--- config.mk ---
export PLATFORM = sky130hd
export DESIGN_NAME = rmv_top
export DESIGN_NICKNAME = d
export VERILOG_FILES = /design/src/logic/rmv_pkg.sv /design/src/logic/rmv_top.sv
export SDC_FILE = /design/constraint.sdc
export NUM_CORES = 1
export LEC_CHECK = 0
export ABC_AREA = 1
export BUFFER_PORTS_ARGS = -buffer_cell sky130_fd_sc_hd__buf_4
export CORE_ASPECT_RATIO = 1.25
export CORE_UTILIZATION = 50
export DETAILED_ROUTE_END_ITERATION = 16
export PLACE_DENSITY = 0.93
export SKIP_LAST_GASP = 1
export SLEW_MARGIN = 10
export SYNTH_ARGS = -nofsm -noshare
export SYNTH_HDL_FRONTEND = slang
export SYNTH_SLANG_ARGS = --single-unit
--- constraint.sdc ---
create_clock -name clock_i -period 2.8 [get_ports clock_i]
set_input_delay 0.14 -clock clock_i [delete_from_list [all_inputs] [get_ports clock_i]]
set_output_delay 0.14 -clock clock_i [all_outputs]
set_load 0.01 [all_outputs]
--- src/logic/rmv_pkg.sv ---
// reset, mode and vector unit: shared constants, field layouts and carriers
// assumes a classic wishbone master, 32-bit data, one register per word
package rmv_pkg;
   // register indices; byte address is four times the index
   localparam logic [7:0] IDX_IDENT_HI = 8'h1A;
   localparam logic [7:0] IDX_IDENT_LO = 8'h1B;
   localparam logic [7:0] IDX_MODE = 8'h1C;
   localparam logic [7:0] IDX_CTRL = 8'h1D;
   localparam logic [7:0] IDX_VBASE = 8'h1F;
   localparam logic [7:0] IDX_VER = 8'h20;
   localparam logic [7:0] IDX_STAT = 8'h21;
   // identity fields, values arbitrary
   localparam logic [3:0] ID_MAJOR_FAM = 4'h6;
   localparam logic [5:0] ID_MINOR_FAM = 6'h15;
   localparam logic [1:0] ID_MAJOR_REV = 2'h1;
   localparam logic [3:0] ID_MINOR_REV = 4'h2;
   localparam int ID_MAJOR_FAM_LSB = 12;
   localparam int ID_MINOR_FAM_LSB = 6;
   localparam int ID_MAJOR_REV_LSB = 4;
   localparam logic [15:0] ID_VALUE =
      {ID_MAJOR_FAM, ID_MINOR_FAM, ID_MAJOR_REV, ID_MINOR_REV};
   localparam logic MODE_NORMAL = 1'b1;
   localparam logic MODE_SPECIAL = 1'b0;
   localparam logic [15:0] VEC_RESET = 16'hFFFE;
   localparam logic [15:0] VEC_CLKMON = 16'hFFFC;
   localparam logic [15:0] VEC_WDOG = 16'hFFFA;
   localparam logic [7:0] OFF_SPI = 8'hD8;
   localparam logic [7:0] OFF_LOCK = 8'hC6;
   localparam logic [7:0] OFF_LVI = 8'h8A;
   localparam logic [7:0] VBASE_RST = 8'hFF;
   // control register fields
   localparam int CTRL_OSCILLATOR_ENABLE = 0;
   localparam int CTRL_RATE_LSB = 1;
   localparam int CTRL_LOW_VOLTAGE_IRQ_ENABLE = 4;
   localparam int CTRL_PLL_LOCK_IRQ_ENABLE = 5;
   localparam int CTRL_SERIAL_RX_IRQ_ENABLE = 6;
   localparam int CTRL_SERIAL_TX_IRQ_ENABLE = 7;
   localparam logic [7:0] CTRL_RST = 8'h01;
   // status register fields
   localparam int STAT_CFG = 0;
   localparam int STAT_PROT = 1;
   localparam int STAT_DBG = 2;
   localparam int STAT_CAUSE_LSB = 16;
   typedef struct packed {
      logic por;
      logic low_voltage_reset;
      logic pin;
      logic illegal;
      logic clkmon;
      logic wdog;
   } rmv_rst_src_s;
   typedef struct packed {
      logic spi_rx;
      logic spi_tx;
      logic lock;
      logic low_voltage_interrupt;
   } rmv_irq_src_s;
   typedef struct packed {
      logic done;
      logic dbl_err;
      logic [2:0] opt;
      logic [15:0] version;
   } rmv_flash_cfg_s;
   typedef enum logic [1:0] {BOOT_RESET, BOOT_LOAD, BOOT_RUN} rmv_boot_e;
endpackage

--- src/logic/rmv_top.sv ---
// reset, mode and vector unit: wishbone registers, mode latch, reset cause
// and interrupt vector selection, flash configuration hold
// assumes reset sources, flash and interrupt requests run on clock_i
//
// Local design decision: the Wishbone register port.
`timescale 1ns/100ps
module rmv_top (
   input wire logic clock_i,
   input wire logic rst_b_i,
   input wire logic ce_i,
   input wire logic wb_cyc_i,
   input wire logic wb_stb_i,
   input wire logic wb_we_i,
   input wire logic [9:0] wb_adr_i,
   input wire logic [3:0] wb_sel_i,
   input wire logic [31:0] wb_dat_i,
   output logic wb_ack_o,
   output logic [31:0] wb_dat_o,
   input wire logic mode_select_pin_state_i,
   input wire rmv_pkg::rmv_rst_src_s rst_src_i,
   input wire rmv_pkg::rmv_flash_cfg_s flash_cfg_i,
   input wire logic flash_busy_i,
   input wire rmv_pkg::rmv_irq_src_s irq_src_i,
   input wire logic i_bit_i,
   input wire logic wait_i,
   output logic sys_rst_req_o,
   output logic [15:0] reset_vector_o,
   output logic cpu_hold_o,
   output logic flash_abort_o,
   output logic flash_protect_o,
   output logic debug_mode_o,
   output logic irq_req_o,
   output logic [15:0] irq_vector_o,
   output logic wake_o
);

   function automatic logic reg_hit(input logic [7:0] idx,
                                    input logic [7:0] want);
      reg_hit = (idx == want);
   endfunction

   function automatic logic [15:0] cause_vec(input logic fatal,
                                             input logic clk_fail);
      cause_vec = fatal ? rmv_pkg::VEC_RESET :
                  clk_fail ? rmv_pkg::VEC_CLKMON : rmv_pkg::VEC_WDOG;
   endfunction

   logic ack_ff, srst_ff, mode_ff, hold_ff, abort_ff, prot_ff, dbg_ff;
   logic irq_ff, wake_ff, sync1_ff, sync2_ff;
   logic [31:0] dat_ff;
   logic [15:0] cause_ff, ver_ff, ivec_ff;
   logic [7:0] ctrl_ff, vbase_ff;
   rmv_pkg::rmv_boot_e boot_ff, nxt_boot;

   // ram arrays live elsewhere and are deliberately untouched here

   // reset qualifiers: clr acts even with clock enable low for the pin reset
   wire in_rst = ~rst_b_i | srst_ff;
   wire clr = ~rst_b_i | (ce_i & srst_ff);
   wire running = (boot_ff == rmv_pkg::BOOT_RUN);

   // bus decode
   wire [7:0] idx = wb_adr_i[9:2];
   wire req = wb_cyc_i & wb_stb_i & ~ack_ff;
   wire wr_lo = req & wb_we_i & wb_sel_i[0];
   wire hit_idh = reg_hit(idx, rmv_pkg::IDX_IDENT_HI);
   wire hit_idl = reg_hit(idx, rmv_pkg::IDX_IDENT_LO);
   wire hit_mode = reg_hit(idx, rmv_pkg::IDX_MODE);
   wire hit_ctrl = reg_hit(idx, rmv_pkg::IDX_CTRL);
   wire hit_vbase = reg_hit(idx, rmv_pkg::IDX_VBASE);
   wire hit_ver = reg_hit(idx, rmv_pkg::IDX_VER);
   wire hit_stat = reg_hit(idx, rmv_pkg::IDX_STAT);

   // control fields
   wire osc_enable = ctrl_ff[rmv_pkg::CTRL_OSCILLATOR_ENABLE];
   wire [2:0] watchdog_rate_field = ctrl_ff[rmv_pkg::CTRL_RATE_LSB +: 3];
   wire low_voltage_irq_enable = ctrl_ff[rmv_pkg::CTRL_LOW_VOLTAGE_IRQ_ENABLE];
   wire pll_lock_irq_enable = ctrl_ff[rmv_pkg::CTRL_PLL_LOCK_IRQ_ENABLE];
   wire serial_rx_irq_enable = ctrl_ff[rmv_pkg::CTRL_SERIAL_RX_IRQ_ENABLE];
   wire serial_tx_irq_enable = ctrl_ff[rmv_pkg::CTRL_SERIAL_TX_IRQ_ENABLE];

   // read mux; identity is a constant so no write or reset can move it
   wire [31:0] stat_word = {cause_ff, 13'h0000, dbg_ff, prot_ff, ~hold_ff};
   wire [31:0] rd_data =
      hit_idh ? {24'h000000, rmv_pkg::ID_VALUE[15:8]} :
      hit_idl ? {24'h000000, rmv_pkg::ID_VALUE[7:0]} :
      hit_mode ? {31'h00000000, mode_ff} :
      hit_ctrl ? {24'h000000, ctrl_ff} :
      hit_vbase ? {24'h000000, vbase_ff} :
      hit_ver ? {16'h0000, ver_ff} :
      hit_stat ? stat_word : 32'h00000000;

   // reset sources; the fatal group has no mask and no enable
   wire fatal_src = rst_src_i.por | rst_src_i.low_voltage_reset | rst_src_i.pin |
                    rst_src_i.illegal;
   wire clk_src = rst_src_i.clkmon & osc_enable;
   wire wdog_src = rst_src_i.wdog & (watchdog_rate_field != 3'h0);
   wire nxt_srst = running & ~srst_ff & (fatal_src | clk_src | wdog_src);

   // interrupt enables and fixed priority, highest offset first
   wire en_spi = (irq_src_i.spi_rx & serial_rx_irq_enable) |
                 (irq_src_i.spi_tx & serial_tx_irq_enable);
   wire en_lock = irq_src_i.lock & pll_lock_irq_enable;
   wire en_lvi = irq_src_i.low_voltage_interrupt & low_voltage_irq_enable;
   wire [7:0] irq_off = en_spi ? rmv_pkg::OFF_SPI :
                        en_lock ? rmv_pkg::OFF_LOCK :
                        rmv_pkg::OFF_LVI;
   wire nxt_irq = running & ~i_bit_i & (en_spi | en_lock | en_lvi);
   wire nxt_wake = running & wait_i & ~i_bit_i & (en_spi | en_lvi);

   // boot sequence: reset, configuration load, run
   always_comb begin
      case (boot_ff)
         rmv_pkg::BOOT_RESET: nxt_boot = rmv_pkg::BOOT_LOAD;
         rmv_pkg::BOOT_LOAD: begin
            nxt_boot = flash_cfg_i.done ? rmv_pkg::BOOT_RUN :
                       rmv_pkg::BOOT_LOAD;
         end
         rmv_pkg::BOOT_RUN: nxt_boot = rmv_pkg::BOOT_RUN;
         default: nxt_boot = rmv_pkg::BOOT_RESET;
      endcase
   end
   wire load_done = (boot_ff == rmv_pkg::BOOT_LOAD) & flash_cfg_i.done;
   wire release_edge = (boot_ff == rmv_pkg::BOOT_RESET);

   // mode pin comes from outside: two flops before use, free of reset
   always_ff @(posedge clock_i) begin
      if (ce_i) begin
         sync1_ff <= mode_select_pin_state_i;
         sync2_ff <= sync1_ff;
      end
   end

   wire nxt_mode = release_edge ? sync2_ff :
                   (wr_lo & hit_mode & wb_dat_i[0]) ?
                   rmv_pkg::MODE_NORMAL : mode_ff;

   always_ff @(posedge clock_i) begin
      if (clr) begin
         boot_ff <= rmv_pkg::BOOT_RESET;
         mode_ff <= rmv_pkg::MODE_NORMAL;
         dbg_ff <= 1'b0;
         hold_ff <= 1'b1;
      end else if (ce_i) begin
         boot_ff <= nxt_boot;
         mode_ff <= nxt_mode;
         dbg_ff <= (nxt_mode == rmv_pkg::MODE_SPECIAL);
         hold_ff <= (nxt_boot != rmv_pkg::BOOT_RUN);
      end
   end

   // configuration loaded from flash: protection, version, watchdog rate
   always_ff @(posedge clock_i) begin
      if (clr) begin
         prot_ff <= 1'b0;
         ver_ff <= 16'h0000;
         ctrl_ff <= rmv_pkg::CTRL_RST;
         vbase_ff <= rmv_pkg::VBASE_RST;
      end else if (ce_i) begin
         if (load_done) begin
            prot_ff <= flash_cfg_i.dbl_err;
            ver_ff <= flash_cfg_i.version;
            ctrl_ff[rmv_pkg::CTRL_RATE_LSB +: 3] <= ~flash_cfg_i.opt;
         end else if (wr_lo & hit_ctrl) begin
            ctrl_ff <= wb_dat_i[7:0];
         end
         if (wr_lo & hit_vbase) begin
            vbase_ff <= wb_dat_i[7:0];
         end
      end
   end

   // reset cause survives the internal reset so the core fetches its vector
   always_ff @(posedge clock_i) begin
      if (!rst_b_i) begin
         srst_ff <= 1'b0;
         cause_ff <= rmv_pkg::VEC_RESET;
      end else if (ce_i) begin
         srst_ff <= nxt_srst;
         if (nxt_srst) begin
            cause_ff <= cause_vec(fatal_src, clk_src);
         end
      end
   end

   // pin reset, or internal reset with clock enable high, kills a running flash command one clock later
   always_ff @(posedge clock_i) begin
      if (ce_i || !rst_b_i) begin
         abort_ff <= in_rst & flash_busy_i;
      end
   end

   // interrupt request, vector and wake-up
   always_ff @(posedge clock_i) begin
      if (clr) begin
         irq_ff <= 1'b0;
         ivec_ff <= {rmv_pkg::VBASE_RST, rmv_pkg::OFF_LVI};
         wake_ff <= 1'b0;
      end else if (ce_i) begin
         irq_ff <= nxt_irq;
         ivec_ff <= {vbase_ff, irq_off};
         wake_ff <= nxt_wake;
      end
   end

   // wishbone slave: one wait state, unmapped reads zero, writes ignored
   always_ff @(posedge clock_i) begin
      if (!rst_b_i) begin
         ack_ff <= 1'b0;
         dat_ff <= 32'h00000000;
      end else if (ce_i) begin
         ack_ff <= req;
         if (req) begin
            dat_ff <= rd_data;
         end
      end
   end

   assign wb_ack_o = ack_ff;
   assign wb_dat_o = dat_ff;
   assign sys_rst_req_o = srst_ff;
   assign reset_vector_o = cause_ff;
   assign cpu_hold_o = hold_ff;
   assign flash_abort_o = abort_ff;
   assign flash_protect_o = prot_ff;
   assign debug_mode_o = dbg_ff;
   assign irq_req_o = irq_ff;
   assign irq_vector_o = ivec_ff;
   assign wake_o = wake_ff;
endmodule // rmv_top

==> impl_metrics.toml <==
[timing]
max_freq_ghz = 0.599
min_period_ns = 1.67
finalSetupViolCount = 0
skew_ns = 0.0169
rsz0062_at_grt = "no"
relSlewSlack = 0.619
finalCritPeriodShare = 0.596
worst_slew_pin_slew_ns = 0.570
fin_tns_setup_ns = 0
slew_viol_final = 0
finalHoldViolCount = 0

[placement]
place.gp.congestion = 1.03
io_buffers = 111
dp.cells = 658
hpwl_um = 7080

[global_routing]
grt_max_degree = 39
gr-total-overflow = 0
grt_pass1_vias = 3505
antenna_found_initial = 0
grt_pass1_wl_um = 15800
grt_usage = 0.263

[worst_setup_path]
cp_top_family = "simple AND/OR/NAND/NOR gates"
end_kind = "flop"
cpPeakStageDelay_ns = 0.34
crit_required_ns = 3.05
cp_max_fo = 7
worst-path-buf-inv = 1
startpoint_type = "flop"
critPathSlowestCell = "nor2_2"
r2r_setup_slack_ns = 1.13
worstSetupPathType = "reg -> reg"
crit_chain = "inv_2, nand3_1, nor2_2, nand4_2, o21ai_0, a21oi_1"
worstPathArrival_ns = 1.92

[clocking]
clock_latency_ns = 0.37
cts_tree = "yes"
clkTransAtPathRegs_ns = 0.08
cts_max_level = 3
post_cts_resized = 0
cts_buffers = 9
clock_path_buffers = 2
cts_sinks = 79
cts-root-buf = "clkbuf_8"

[pwr]
p_sw_w = 0.000604
p_int_w = 0.00160
leakage_nw = 2.20
seqPwrFrac = 0.534
powerDensity_mw_per_mm2 = 473
pwr-share-clk = 0.354
ir_drop_uv = 323
combPwrFrac = 0.112
sw_frac_of_total = 0.275

[outcome]
status = "complete, no violations"

[synth]
yosysWarnings = 0
yosysTopAreaCell = "dfxtp_1"
synth-edff-count = 3
ys_ff_latch = 79
yosys-top-cells-area = "dfxtp_1, nand2_1, buf_4"
syn_area_mm2 = 0.00369
async_reset_ff_frac = 0
ys.flop_type = "dfxtp_1"
netlist.area_leader.share = 0.412
synthDistinctLibCells = 42
synthTopCellsByCount = "nand2_1, dfxtp_1, nor2_1, a21oi_1, inv_1"
seq_area_frac_synth = 0.437
syn_avg_cell_area_um2 = 7.58
synth_most_common_cell = "nand2_1"
syn-instance-count = 487

[hold_path]
worst_hold_path_type = "in -> reg"

[route]
met3_length_um = 798
ant_nets = 0
wl_per_cell_um = 14.1
viasPerCell = 5.30
dr.pass1.iters = 5
first_iter_violations = 217
met2_length_um = 4840
drc_errors = 0
wirelength_um = 9650
maxUsedRoutingLayer = "met4"
vias = 3622
drt-met1-wl_um = 3630

[floorplan]
core_mm2 = 0.00706
boundaryPins = 159
die_h_um = 98.1
rows = 34
start_util = 0.523
die_w_um = 78.9
die-area_mm2 = 0.00773

[cells_and_area]
drive_gt1_frac = 0.275
area_growth_syn_to_layout_pct = 26.1
fin_cells = 683
final_nets = 675
final_core_util = 0.659
diodes = 0

[run]
drv_cap = 0
[power groups by stage]
stage	sequential (W)	combinational (W)	clock, W
after global routing	0.00118	0.000271	0.000839
after detailed placement	0.00120	0.000231	0
after global placement	0.00120	0.000225	0
after floorplan	0.00120	0.000137	0
after CTS	0.00117	0.000243	0.000785
final	0.00117	0.000247	0.000778
[area by class of cell]
type	count	area, µm²
clock buffer	9	124
clock inverter	7	53.8
multi-input combinational	324	1610
sequential	79	1610
tap	90	113
timing repair buffer	123	946
fill	587	2410
inverter	51	193
[registers in the layout, summed over array words and instances (netlist names)]
| signal | flops |
|---|---|
| wb_dat_o | 19 |
| ver_ff | 16 |
| irq_vector_o | 13 |
| ctrl_ff | 8 |
| vbase_ff | 8 |
| boot_ff | 2 |
| reset_vector_o | 2 |
| cpu_hold_o | 1 |
| debug_mode_o | 1 |
| flash_abort_o | 1 |
| flash_protect_o | 1 |
| irq_req_o | 1 |
| mode_ff | 1 |
| sync1_ff | 1 |
| sync2_ff | 1 |
| sys_rst_req_o | 1 |
| wake_o | 1 |
| wb_ack_o | 1 |
[worst reg2reg max path: stages, from the launching register on]
cell and delay [ns]:
dfxtp_1 0.32, inv_2 0.05, nand3_1 0.20, nor2_2 0.35, nand4_2 0.28, o21ai_0 0.28, a21oi_1 0.08
[timing repair]
action | in CTS | in global routing
hold buffers | 9 | 0
setup buffers | 0 | 0
endpoints found under the hold margin | 9 | 0
[cell usage in the layout, fill, tap and decap left out, drive strengths merged]
cell type and count:
o21ai 54, a22o 1, o2111ai 3, nor2 59, a21oi 43, o31ai 1, dlygate4sd3 9, a21boi 1
or2 1, nor3 3, buf 114, nand3 25, conb 18, nand4 10, clkinv 4, a21o 1
inv 52, o211ai 4, a211o 1, o21a 1, dfxtp 76, a211oi 2, clkbuf 9, o22ai 4
a31oi 1, edfxtp 3, clkinvlp 2, nand2 91
[cells by family (layout without fill, tap and decap cells)]
family,count (synthesis),after routing,synth area share
other cells,2,18,0.00203
simple gates,189,189,0.238
compound gates,117,117,0.180
flops,79,79,0.437
buf+inv,100,190,0.143
[metrics by stage]
step | setup WS, ns | hold slack (ns) | total power [W] | area, µm²
after global routing | 0.998 | 0.0334 | 0.00229 | 4650
after detailed placement | 1.11 | 0.319 | 0.00143 | 4390
after floorplan | 1.48 | 0.239 | 0.00134 | 3750
after CTS | 1.20 | 0.00245 | 0.00220 | 4650
after global placement | 1.15 | 0.320 | 0.00142 | 4390
final | 1.13 | 0.0173 | 0.00220 | 4650
[final timing paths]
| path | start | endpoint | cells past startpoint |
|---|---|---|---|
| max reg2reg | wb_ack_o$_SDFFE_PN0P_ | ctrl_ff[4]$_SDFFE_PP0P_ | 6 |
| max | wb_ack_o$_SDFFE_PN0P_ | ctrl_ff[4]$_SDFFE_PP0P_ | 6 |
| min reg2reg | sync1_ff$_DFFE_PP_ | sync2_ff$_DFFE_PP_ | 0 |
| min | flash_cfg_i[14] | ver_ff[14]$_SDFFE_PP0P_ | 3 |
[routing by layer]
metal	up-vias	GRT usage
li1	1751	-
met4	0	0.154
met2	205	0.446
met3	32	0.0514
met1	1634	0.303
met5	-	0
Note: power is estimated with default switching activity, not from simulation.
